[config.mk]
export PLATFORM = sky130hd
export DESIGN_NAME = gpp_port
export DESIGN_NICKNAME = d
export VERILOG_FILES = /design/src/core/gpp_pkg.sv /design/src/core/gpp_port.sv
export VERILOG_INCLUDE_DIRS = /design/src /design/src/core
export SDC_FILE = /design/constraint.sdc
export NUM_CORES = 1
export LEC_CHECK = 0
export BUFFER_PORTS_ARGS = -buffer_cell sky130_fd_sc_hd__buf_2
export CORE_MARGIN = 4
export CORE_UTILIZATION = 40
export CTS_BUF_LIST = sky130_fd_sc_hd__clkbuf_4 sky130_fd_sc_hd__clkbuf_8 sky130_fd_sc_hd__clkbuf_16
export DETAILED_ROUTE_END_ITERATION = 8
export SETUP_SLACK_MARGIN = 0.05
export SLEW_MARGIN = 20
export SYNTH_ARGS = -nofsm -noshare
export SYNTH_HDL_FRONTEND = slang
export SYNTH_SLANG_ARGS = --single-unit
[constraint.sdc]
create_clock -name pclk -period 4 [get_ports pclk]
set_input_delay 0.2 -clock pclk [delete_from_list [all_inputs] [get_ports pclk]]
set_output_delay 0.2 -clock pclk [all_outputs]
set_load 0.02 [all_outputs]
[src/core/gpp_regs.svh]
// register offsets, reset values and timing constants for the eight-pin port
// assumes byte addresses on a 32-bit apb bus, 12 address bits decoded
`ifndef GPP_REGS_SVH
`define GPP_REGS_SVH
`define GPP_DATA_MASK_HI 9
`define GPP_DATA_MASK_LO 2
`define GPP_OFF_DIR 12'h400
`define GPP_OFF_SENSE 12'h404
`define GPP_OFF_DUAL 12'h408
`define GPP_OFF_POL 12'h40c
`define GPP_OFF_MASK 12'h410
`define GPP_OFF_RAW 12'h414
`define GPP_OFF_MSTAT 12'h418
`define GPP_OFF_CLR 12'h41c
`define GPP_OFF_ALT 12'h420
`define GPP_OFF_DR2 12'h500
`define GPP_OFF_DR4 12'h504
`define GPP_OFF_DR8 12'h508
`define GPP_OFF_ODR 12'h50c
`define GPP_OFF_PUR 12'h510
`define GPP_OFF_PDR 12'h514
`define GPP_OFF_SLR 12'h518
`define GPP_OFF_DEN 12'h51c
`define GPP_RST_ZERO 8'h00
`define GPP_RST_ONES 8'hff
`define GPP_CLK_WAIT_CYC 3
`endif

[src/core/gpp_pkg.sv]
// types shared by the port block
// assumes nothing beyond the register header
package gpp_pkg;
  typedef logic [7:0] gpp_byte_t;
  typedef enum logic [1:0] {
    GPP_IDLE = 2'b01,
    GPP_ACCESS = 2'b10
  } gpp_phase_e;
endpackage

[src/core/gpp_port.sv]
// eight-pin general purpose port with apb register slave and edge/level interrupt
// assumes pclk at 250 MHz, pins asynchronous to pclk, pads resolve the three-signal pins
module gpp_port #(
  parameter logic [7:0] ALT_RESET = 8'h00,
  parameter logic [7:0] BONDED = 8'hff
) (
  // apb slave
  input wire logic pclk,
  input wire logic presetn,
  input wire logic psel,
  input wire logic penable,
  input wire logic pwrite,
  input wire logic [11:0] paddr,
  input wire logic [31:0] pwdata,
  output logic [31:0] prdata,
  output logic pready,
  output logic pslverr,
  // pins
  input wire logic [7:0] pin_in,
  output logic [7:0] pin_out,
  output logic [7:0] pin_oe,
  // peripheral alternate function
  input wire logic [7:0] periph_out,
  input wire logic [7:0] periph_oe,
  output logic [7:0] periph_in,
  // pad configuration
  output logic [7:0] drive_low_select,
  output logic [7:0] drive_mid_select,
  output logic [7:0] drive_high_select,
  output logic [7:0] open_drain_select,
  output logic [7:0] pull_up_select,
  output logic [7:0] pull_down_select,
  output logic [7:0] slew_limit_select,
  output logic [7:0] digital_input_enable,
  // interrupt to controller
  output logic port_irq
);
`include "gpp_regs.svh"

  gpp_pkg::gpp_byte_t port_data_value;
  gpp_pkg::gpp_byte_t pin_direction;
  gpp_pkg::gpp_byte_t alt_function_select;
  gpp_pkg::gpp_byte_t irq_sense_select;
  gpp_pkg::gpp_byte_t irq_dual_edge_select;
  gpp_pkg::gpp_byte_t irq_event_polarity;
  gpp_pkg::gpp_byte_t irq_mask_bits;
  gpp_pkg::gpp_byte_t edge_latch;
  gpp_pkg::gpp_byte_t sync_a;
  gpp_pkg::gpp_byte_t sync_b;
  gpp_pkg::gpp_byte_t sync_prev;
  gpp_pkg::gpp_byte_t irq_raw_status;
  gpp_pkg::gpp_byte_t irq_masked_status;
  gpp_pkg::gpp_byte_t edge_hit;
  gpp_pkg::gpp_byte_t level_hit;
  gpp_pkg::gpp_byte_t data_mask;
  gpp_pkg::gpp_byte_t wbyte;
  gpp_pkg::gpp_byte_t clr_req;
  gpp_pkg::gpp_phase_e phase;
  logic setup;
  logic wr_go;
  logic rd_go;
  logic is_data;
  logic [31:0] next_prdata;
  logic next_slverr;

  // masked update: only bits selected by mask take the new value
  function automatic gpp_pkg::gpp_byte_t merge(input gpp_pkg::gpp_byte_t old,
                                               input gpp_pkg::gpp_byte_t nw,
                                               input gpp_pkg::gpp_byte_t m);
    merge = (old & ~m) | (nw & m);
  endfunction

  // register address hit for a given offset
  function automatic logic hit(input logic [11:0] a, input logic [11:0] off);
    hit = (a == off);
  endfunction

  // bus phase decode; reads are looked up at setup, writes commit on the completing access edge
  assign setup = psel && !penable;
  assign wr_go = psel && penable && pwrite && pready;
  assign rd_go = setup && !pwrite;
  assign is_data = (paddr[11:10] == 2'b00);
  assign data_mask = paddr[`GPP_DATA_MASK_HI:`GPP_DATA_MASK_LO];
  assign wbyte = pwdata[7:0];

  // two-stage pin synchroniser and previous sample
  always_ff @(posedge pclk or negedge presetn)
  begin
    if (!presetn)
    begin
      sync_a <= `GPP_RST_ZERO;
      sync_b <= `GPP_RST_ZERO;
      sync_prev <= `GPP_RST_ZERO;
    end
    else
    begin
      sync_a <= pin_in;
      sync_b <= sync_a;
      sync_prev <= sync_b;
    end
  end

  // edge and level condition per pin
  always_comb
  begin
    for (int i = 0; i < 8; i++)
    begin
      level_hit[i] = (sync_b[i] == irq_event_polarity[i]);
      if (irq_dual_edge_select[i])
        edge_hit[i] = sync_b[i] ^ sync_prev[i];
      else if (irq_event_polarity[i])
        edge_hit[i] = sync_b[i] & ~sync_prev[i];
      else
        edge_hit[i] = ~sync_b[i] & sync_prev[i];
    end
  end

  // clear request from a clear-location write
  assign clr_req = (wr_go && hit(paddr, `GPP_OFF_CLR)) ? (wbyte & BONDED) : 8'h00;

  // latched edge status, a new edge wins over a same-cycle clear
  always_ff @(posedge pclk or negedge presetn)
  begin
    if (!presetn)
      edge_latch <= `GPP_RST_ZERO;
    else
      edge_latch <= ((edge_latch & ~clr_req) | edge_hit) & ~irq_sense_select & BONDED;
  end

  // raw and masked status
  always_comb
  begin
    irq_raw_status = (irq_sense_select & level_hit & BONDED) | edge_latch;
    irq_masked_status = irq_raw_status & irq_mask_bits;
  end

  // combined interrupt output
  always_ff @(posedge pclk or negedge presetn)
  begin
    if (!presetn)
      port_irq <= 1'b0;
    else
      port_irq <= |irq_masked_status;
  end

  // port data: inputs follow the pins, outputs keep software writes
  always_ff @(posedge pclk or negedge presetn)
  begin
    if (!presetn)
      port_data_value <= `GPP_RST_ZERO;
    else if (wr_go && is_data)
      port_data_value <= merge(merge(port_data_value, sync_b, ~pin_direction), wbyte,
                               data_mask & pin_direction & BONDED);
    else
      port_data_value <= merge(port_data_value, sync_b, ~pin_direction);
  end

  // direction, mode and interrupt configuration
  always_ff @(posedge pclk or negedge presetn)
  begin
    if (!presetn)
    begin
      pin_direction <= `GPP_RST_ZERO;
      alt_function_select <= ALT_RESET;
      irq_sense_select <= `GPP_RST_ZERO;
      irq_dual_edge_select <= `GPP_RST_ZERO;
      irq_event_polarity <= `GPP_RST_ZERO;
      irq_mask_bits <= `GPP_RST_ZERO;
    end
    else if (wr_go)
    begin
      if (hit(paddr, `GPP_OFF_DIR))
        pin_direction <= merge(pin_direction, wbyte, BONDED);
      else if (hit(paddr, `GPP_OFF_ALT))
        alt_function_select <= merge(alt_function_select, wbyte, BONDED);
      else if (hit(paddr, `GPP_OFF_SENSE))
        irq_sense_select <= merge(irq_sense_select, wbyte, BONDED);
      else if (hit(paddr, `GPP_OFF_DUAL))
        irq_dual_edge_select <= merge(irq_dual_edge_select, wbyte, BONDED);
      else if (hit(paddr, `GPP_OFF_POL))
        irq_event_polarity <= merge(irq_event_polarity, wbyte, BONDED);
      else if (hit(paddr, `GPP_OFF_MASK))
        irq_mask_bits <= merge(irq_mask_bits, wbyte, BONDED);
    end
  end

  // pad configuration storage
  always_ff @(posedge pclk or negedge presetn)
  begin
    if (!presetn)
    begin
      drive_low_select <= `GPP_RST_ONES;
      drive_mid_select <= `GPP_RST_ZERO;
      drive_high_select <= `GPP_RST_ZERO;
      open_drain_select <= `GPP_RST_ZERO;
      pull_up_select <= `GPP_RST_ONES;
      pull_down_select <= `GPP_RST_ZERO;
      slew_limit_select <= `GPP_RST_ZERO;
      digital_input_enable <= `GPP_RST_ONES;
    end
    else if (wr_go)
    begin
      if (hit(paddr, `GPP_OFF_DR2))
        drive_low_select <= merge(drive_low_select, wbyte, BONDED);
      else if (hit(paddr, `GPP_OFF_DR4))
        drive_mid_select <= merge(drive_mid_select, wbyte, BONDED);
      else if (hit(paddr, `GPP_OFF_DR8))
        drive_high_select <= merge(drive_high_select, wbyte, BONDED);
      else if (hit(paddr, `GPP_OFF_ODR))
        open_drain_select <= merge(open_drain_select, wbyte, BONDED);
      else if (hit(paddr, `GPP_OFF_PUR))
        pull_up_select <= merge(pull_up_select, wbyte, BONDED);
      else if (hit(paddr, `GPP_OFF_PDR))
        pull_down_select <= merge(pull_down_select, wbyte, BONDED);
      else if (hit(paddr, `GPP_OFF_SLR))
        slew_limit_select <= merge(slew_limit_select, wbyte, BONDED);
      else if (hit(paddr, `GPP_OFF_DEN))
        digital_input_enable <= merge(digital_input_enable, wbyte, BONDED);
    end
  end

  // pin muxing between software and peripheral, registered
  always_ff @(posedge pclk or negedge presetn)
  begin
    if (!presetn)
    begin
      pin_out <= `GPP_RST_ZERO;
      pin_oe <= `GPP_RST_ZERO;
      periph_in <= `GPP_RST_ZERO;
    end
    else
    begin
      for (int i = 0; i < 8; i++)
      begin
        if (alt_function_select[i])
        begin
          pin_out[i] <= periph_out[i];
          pin_oe[i] <= periph_oe[i];
        end
        else
        begin
          pin_out[i] <= port_data_value[i];
          pin_oe[i] <= pin_direction[i];
        end
      end
      periph_in <= sync_b & alt_function_select;
    end
  end

  // read decode
  always_comb
  begin
    next_prdata = 32'h0000_0000;
    next_slverr = 1'b0;
    if (is_data)
      next_prdata[7:0] = port_data_value & data_mask;
    else if (hit(paddr, `GPP_OFF_DIR))
      next_prdata[7:0] = pin_direction;
    else if (hit(paddr, `GPP_OFF_SENSE))
      next_prdata[7:0] = irq_sense_select;
    else if (hit(paddr, `GPP_OFF_DUAL))
      next_prdata[7:0] = irq_dual_edge_select;
    else if (hit(paddr, `GPP_OFF_POL))
      next_prdata[7:0] = irq_event_polarity;
    else if (hit(paddr, `GPP_OFF_MASK))
      next_prdata[7:0] = irq_mask_bits;
    else if (hit(paddr, `GPP_OFF_RAW))
      next_prdata[7:0] = irq_raw_status;
    else if (hit(paddr, `GPP_OFF_MSTAT))
      next_prdata[7:0] = irq_masked_status;
    else if (hit(paddr, `GPP_OFF_CLR))
      next_prdata[7:0] = 8'h00;
    else if (hit(paddr, `GPP_OFF_ALT))
      next_prdata[7:0] = alt_function_select;
    else if (hit(paddr, `GPP_OFF_DR2))
      next_prdata[7:0] = drive_low_select;
    else if (hit(paddr, `GPP_OFF_DR4))
      next_prdata[7:0] = drive_mid_select;
    else if (hit(paddr, `GPP_OFF_DR8))
      next_prdata[7:0] = drive_high_select;
    else if (hit(paddr, `GPP_OFF_ODR))
      next_prdata[7:0] = open_drain_select;
    else if (hit(paddr, `GPP_OFF_PUR))
      next_prdata[7:0] = pull_up_select;
    else if (hit(paddr, `GPP_OFF_PDR))
      next_prdata[7:0] = pull_down_select;
    else if (hit(paddr, `GPP_OFF_SLR))
      next_prdata[7:0] = slew_limit_select;
    else if (hit(paddr, `GPP_OFF_DEN))
      next_prdata[7:0] = digital_input_enable;
    else
      next_slverr = 1'b1; // unmapped offset
  end

  // apb answer: ready in the first access cycle
  always_ff @(posedge pclk or negedge presetn)
  begin
    if (!presetn)
    begin
      phase <= gpp_pkg::GPP_IDLE;
      pready <= 1'b0;
      pslverr <= 1'b0;
      prdata <= 32'h0000_0000;
    end
    else
    begin
      case (phase)
        gpp_pkg::GPP_IDLE:
        begin
          pready <= setup;
          pslverr <= setup && next_slverr;
          if (rd_go)
            prdata <= next_prdata;
          if (setup)
            phase <= gpp_pkg::GPP_ACCESS;
        end
        gpp_pkg::GPP_ACCESS:
        begin
          pready <= 1'b0;
          pslverr <= 1'b0;
          phase <= gpp_pkg::GPP_IDLE;
        end
        default:
          phase <= gpp_pkg::GPP_IDLE;
      endcase
    end
  end
endmodule

==> flow_summary_export.csv, run 1 <==
group,metric,value,unit
synthesis,synth_area_leaders,"dfrtp_1 43%, mux2_2 15%, dfstp_2 7.0%, a21oi_1 3.0%, ha_1 2.4%",
placement,gp_congestion,0.939,
power_and_ir_drop,sw_frac_of_total,0.281,
drt,route.vias.total,7226,
cells_and_area,instances_no_fill,1318,
setup_path,path_class,"reg2reg",
cells_and_area,multi_input_area,4330,µm²
timing,fin_crit,2.58,ns
drt,totalWireLength,28700,µm
outcome,status,"finished, final reports clean",
synthesis,ys_types,72,
setup_path,cp_max_fo,9,
cts,clock-sinks,189,
cts,tritoncts,"done",
power_and_ir_drop,powerDensity,381,nW/µm²
synthesis,ys.flop_type,"dfrtp_1",
cts,htreeDepth,4,
cells_and_area,seqCellArea,4760,µm²
floorplanning,design.portCount,196,
floorplanning,rows,55,
synthesis,synth_common_cells,"164 x dfrtp_1, 129 x mux2_2, 57 x a21oi_1",
drt,avgViaCountPerCell,5.48,
setup_path,cp-start-kind,"flip-flop",
placement,dpl_cell_area,10400,µm²
drt,dr.pass1.iters,8,
drt,drc_errors,0,
floorplanning,initial_core_util,0.412,
synthesis,ys_seq_area_frac,0.504,
power_and_ir_drop,ir_worst_vdd,222,µV
min_path,min_path_type,"in2reg",
timing,worst_pin_slew,0.960,ns
cts,clk_pin_slew,0.07,ns
synthesis,async_flop_share,1.00,
cells_and_area,syn_to_final_growth,19.4,%
power_and_ir_drop,p_sw,1.21,mW
placement,placed_cells,1260,
power_and_ir_drop,clockPowerShare,0.402,
synthesis,synth.top_cell.area_share,0.435,
synthesis,synth_top_area_cell,"dfrtp_1",
power_and_ir_drop,pwr-share-seq,0.477,
timing,final.setup_skew,0.0134,ns
synthesis,synth-edff-count,0,
cells_and_area,drive_gt1_frac,0.370,
timing,rsz0062_at_grt,"no",
timing,finalSetupViolations,0,
cts,cts-root-buf,"clkbuf_16",
floorplanning,die_h,162,µm
global_routing,grt_use_total,0.222,
placement,hpwl,19800,µm
synthesis,synth-seq-cells,189,
drt,postRouteAntennaNets,0,
drt,drt-initial-drc-count,555,
drt,post_drt_wl_per_cell,21.8,µm
cells_and_area,fill_cells,2151,
cts,cts_buffers,17,
power_and_ir_drop,power,4.30,mW
placement,place_ws,1.15,ns
timing,fin_crit_sh,0.644,
timing,drv_slew,0,
power_and_ir_drop,leakage,5.44,nW
floorplanning,fp.dieArea,26100,µm²
cts,clk_latency,0.44,ns
global_routing,gr-total-overflow,0,
power_and_ir_drop,p_int,3.09,mW
synthesis,yosysWarnings,0,
cts,cts_resized,0,
timing,fin_setup_tns,0,ns
synthesis,yosysMostFrequentCell,"dfrtp_1",
synthesis,syn_area,9440,µm²
timing,max_freq,0.388,GHz
global_routing,grt_pass1_vias,7235,
timing,finalWorstSetupSlack,1.42,ns
timing,hold_violations,0,
power_and_ir_drop,combPwrFrac,0.122,
setup_path,required,4.32,ns
setup_path,worstSetupEndpointType,"flip-flop",
cells_and_area,finalNetCount,1082,
cts,clockBufferDepth,2,
job,max-cap-violations,0,
global_routing,grt_max_degree,116,
cells_and_area,fin_area,11300,µm²
timing,max_slew_margin,0.358,
placement,numPortBuffers,147,
global_routing,grt_pass1_wl,44200,µm
global_routing,antenna_found_initial,1,
floorplanning,core_area,22900,µm²
floorplanning,die_x,162,µm
synthesis,avgSynthCellArea,11.5,µm²
setup_path,crit_arrival,2.89,ns
synthesis,synthCells,824,
## per-layer routing
metal  up-vias  track usage  part of all wire
met5         -            0                 0
met4         0       0.0677             0.020
met3        36       0.0472             0.068
met2       278        0.344              0.47
met1      3621        0.313              0.44
li1       3291            -                 -
## what timing repair did
item / 4_1_cts / 5_1_grt
setup buffers: 0 / 0
hold buffers: 25 / 0
setup endpoints to repair: 0 / 0
hold endpoints to repair: 124 / 0
## cells in the final DEF (no fill, tap or decap), types with 14 or more instances in the layout
master / Yosys / layout
dfrtp_1: 164 / 164
buf_2: 14 / 146
mux2_2: 129 / 129
a21oi_1: 57 / 57
nand2_1: 54 / 54
nor2_1: 41 / 41
o21ai_0: 27 / 27
dfstp_2: 25 / 25
dlygate4sd3_1: 0 / 25
conb_1: 1 / 24
inv_1: 23 / 23
nand3_1: 18 / 18
nor2b_1: 18 / 18
ha_1: 18 / 18
mux2i_1: 17 / 17
clkbuf_16: 0 / 17
buf_4: 26 / 14
## power groups by stage
stage	registers, mW	clock network (mW)	logic [mW]
3_5_place_dp	2.08	0	0.502
4_1_cts	2.05	1.76	0.525
6_report	2.05	1.73	0.523
2_1_floorplan	2.13	0	0.255
3_3_place_gp	2.08	0	0.500
5_1_grt	2.06	1.85	0.574
## cell type report
| class | instances | area share |
|---|---|---|
| sequential | 189 | 0.422 |
| multi-input combinational | 573 | 0.384 |
| timing repair buffer | 187 | 0.0993 |
| clock buffer | 20 | 0.0408 |
| tap | 313 | 0.0347 |
| clock inverter | 12 | 0.0111 |
| inverter | 23 | 0.00766 |
| antenna | 1 | 0.000222 |
## cell families after synthesis
family                     count (synthesis)  synth area share
AOI/OAI and AO/OA                        176             0.122
xor gates and xnor gates                   9           0.00835
adders and majority gates                 18            0.0239
buffers and inverters                     85            0.0468
DFF                                      189             0.504
muxes                                    147             0.174
other                                      1          0.000397
and+or+nand+nor                          199             0.120
## critical path: stages (launching register included)
cell and delay [ns]:
dfrtp_1 0.36, nand4_1 0.55, nor2_2 0.37, nand3_1 0.64
mux2_2 0.52
## worst paths after layout
kind | from | endpoint | slack [ns] | depth (start not counted)
min in group asynchronous | presetn | pin_oe[6]$_DFF_PN0_ | 0.49 | 2
max in group asynchronous | presetn | digital_input_enable[0]$_DFFE_PN1P_ | 2.55 | 3
hold / removal | psel | phase[0]$_DFFE_PN1P_ | 0.12 | 4
hold reg to reg | sync_a[6]$_DFF_PN0_ | sync_b[6]$_DFF_PN0_ | 0.35 | 0
setup reg to reg | pready$_DFFE_PN0P_ | irq_event_polarity[2]$_DFFE_PN0P_ | 1.42 | 4
setup / recovery | pready$_DFFE_PN0P_ | irq_event_polarity[2]$_DFFE_PN0P_ | 1.42 | 4
## metrics by stage
step | utilization | hold slack, ns
5_1_grt | 0.492 | 0.130
4_1_cts | 0.492 | 0.110
3_5_place_dp | 0.455 | 0.309
3_3_place_gp | 0.455 | 0.308
6_report | 0.492 | 0.120
2_1_floorplan | - | -0.0956
Note: power is estimated with default switching activity, not from simulation.
==> run 2, diff against run 1 <==
==> constraint.sdc (replaced) <==
create_clock -name pclk -period 2.7 [get_ports pclk]
set_input_delay 0.135 -clock pclk [delete_from_list [all_inputs] [get_ports pclk]]
set_output_delay 0.135 -clock pclk [all_outputs]
set_load 0.02 [all_outputs]
==> run 2 against run 1 <==
Net effect:
- sequential share of layout area fell by 1.2 points
- worst setup slack got worse by 0.90 ns
- sequential power is 48% higher
- die area stayed put
- first-iteration DRC count shrank 3.4%
- non-clock buffer count is 38 higher
- clock-buffer cell count down 1
- clock power up 52%
- critical path type unchanged
- critical endpoint is now digital_input_enable[7]$_DFFE_PN1P_
- largest cell class unchanged
- largest power group unchanged
==> flow_summary_export.csv, run 2 (same netlist as run 1, synthesis figures left out) <==
group,metric,value,unit
global_routing,grt_pass1_vias,7428,
cts,clk_latency,0.44,ns
setup_path,cp-start-kind,"flip-flop",
floorplanning,initial_core_util,0.412,
global_routing,grt_pass1_wl,44200,µm
floorplanning,core_area,22900,µm²
drt,route.vias.total,7463,
drt,postRouteAntennaNets,0,
setup_path,cp_max_fo,8,
global_routing,grt_use_total,0.222,
cells_and_area,syn_to_final_growth,22.8,%
timing,hold_violations,0,
placement,gp_congestion,0.986,
cts,clock-sinks,189,
drt,post_drt_wl_per_cell,21.2,µm
cells_and_area,finalNetCount,1120,
setup_path,required,3.07,ns
cells_and_area,drive_gt1_frac,0.393,
outcome,status,"finished, final reports clean",
floorplanning,rows,55,
timing,final.setup_skew,0.0114,ns
floorplanning,die_x,162,µm
drt,avgViaCountPerCell,5.50,
timing,fin_setup_tns,0,ns
floorplanning,design.portCount,196,
placement,numPortBuffers,147,
drt,totalWireLength,28800,µm
cells_and_area,layout_common_cells,"164 x dfrtp_1, 146 x buf_2, 129 x mux2_2",
placement,hpwl,20700,µm
setup_path,worstSetupEndpointType,"flip-flop",
timing,finalSetupViolations,0,
cells_and_area,final_common_cell,"dfrtp_1",
min_path,hp-start,"psel",
job,max-cap-violations,0,
power_and_ir_drop,leakage,5.64,nW
timing,rsz0062_at_grt,"no",
cts,clk_pin_slew,0.07,ns
min_path,min_path_type,"in2reg",
timing,fin_crit_sh,0.804,
global_routing,antenna_found_initial,1,
timing,max_slew_margin,0.552,
cells_and_area,post-route-util,0.506,
drt,dr.pass1.iters,5,
global_routing,gr-total-overflow,0,
floorplanning,die_h,162,µm
timing,max_freq,0.461,GHz
power_and_ir_drop,ir_worst_vdd,369,µV
cts,cts_resized,0,
floorplanning,fp.dieArea,26100,µm²
global_routing,grt_max_degree,82,
setup_path,r2r_start,"pready$_DFFE_PN0P_",
power_and_ir_drop,powerDensity,557,nW/µm²
setup_path,crit_arrival,2.54,ns
cts,tritoncts,"done",
timing,worst_pin_slew,0.672,ns
timing,drv_slew,0,
cts,htreeDepth,4,
cts,clockBufferDepth,2,
drt,drc_errors,0,
drt,drt-initial-drc-count,536,
cells_and_area,fill_cells,2103,
setup_path,path_class,"reg2reg",
cts,cts-root-buf,"clkbuf_16",
timing,fin_crit,2.17,ns
cts,cts_buffers,17,
setup_path,worstSetupStartpoint,"pready$_DFFE_PN0P_",
## run 2: metrics by stage
step / instance area (µm²) / setup WS, ns / hold slack (ns) / std cells / total power, mW
finish: 11600 / 0.529 / 0.0636 / 1356 / 6.45
global route: 11600 / 0.374 / 0.0699 / 1356 / 6.73
CTS: 11600 / 0.530 / 0.0540 / 1355 / 6.51
detailed placement: 10700 / 0.460 / 0.235 / 1298 / 3.85
global placement: 10700 / 0.472 / 0.236 / 1298 / 3.84
floorplan: 9530 / 0.773 / -0.161 / 847 / 3.53
## run 2: area by class of cell
class / count / area [µm²] / area share
clock buffer: 19 / 453 / 0.0391
timing repair buffer: 225 / 1420 / 0.122
inverter: 23 / 86.3 / 0.00745
antenna: 1 / 2.50 / 0.000216
tap: 313 / 392 / 0.0338
sequential: 189 / 4760 / 0.411
multi-input combinational: 573 / 4330 / 0.373
clock inverter: 13 / 153 / 0.0132
## run 2: path summary, 6_finish.rpt
kind | to | slack, ns | cells past startpoint
min in group asynchronous | periph_in[2]$_DFF_PN0_ | 0.31 | 2
setup / recovery | digital_input_enable[7]$_DFFE_PN1P_ | 0.53 | 5
hold / removal | phase[0]$_DFFE_PN1P_ | 0.06 | 4
hold reg to reg | sync_b[7]$_DFF_PN0_ | 0.35 | 0
max in group asynchronous | digital_input_enable[4]$_DFFE_PN1P_ | 1.61 | 3
setup reg to reg | digital_input_enable[7]$_DFFE_PN1P_ | 0.53 | 5
## run 2: metal layers
| metal | track usage | vias up | part of all wire |
|---|---|---|---|
| li1 | - | 3373 | - |
| met1 | 0.303 | 3716 | 0.43 |
| met2 | 0.353 | 325 | 0.46 |
| met3 | 0.0561 | 49 | 0.084 |
| met4 | 0.0600 | 0 | 0.025 |
| met5 | 0 | - | 0 |
## run 2: timing repair
action / 4_1_cts / 5_1_grt
endpoints found under the hold margin: 96 / 0
endpoints found under the setup margin: 0 / 0
hold buffers: 25 / 0
setup buffers: 0 / 0
## run 2: where the power goes
part | leakage [nW] | switching (mW) | internal (mW)
clock network | 0.299 | 1.19 | 1.44
registers | 2.40 | 0.0840 | 2.95
logic | 2.94 | 0.507 | 0.286
## run 2: worst max-delay path, cell delays in order, from the launching register on
cell and delay (ns):
dfrtp_1 0.36, nand4_1 0.37, buf_4 0.32, nor3_1 0.25, nand2_1 0.39, mux2_2 0.40
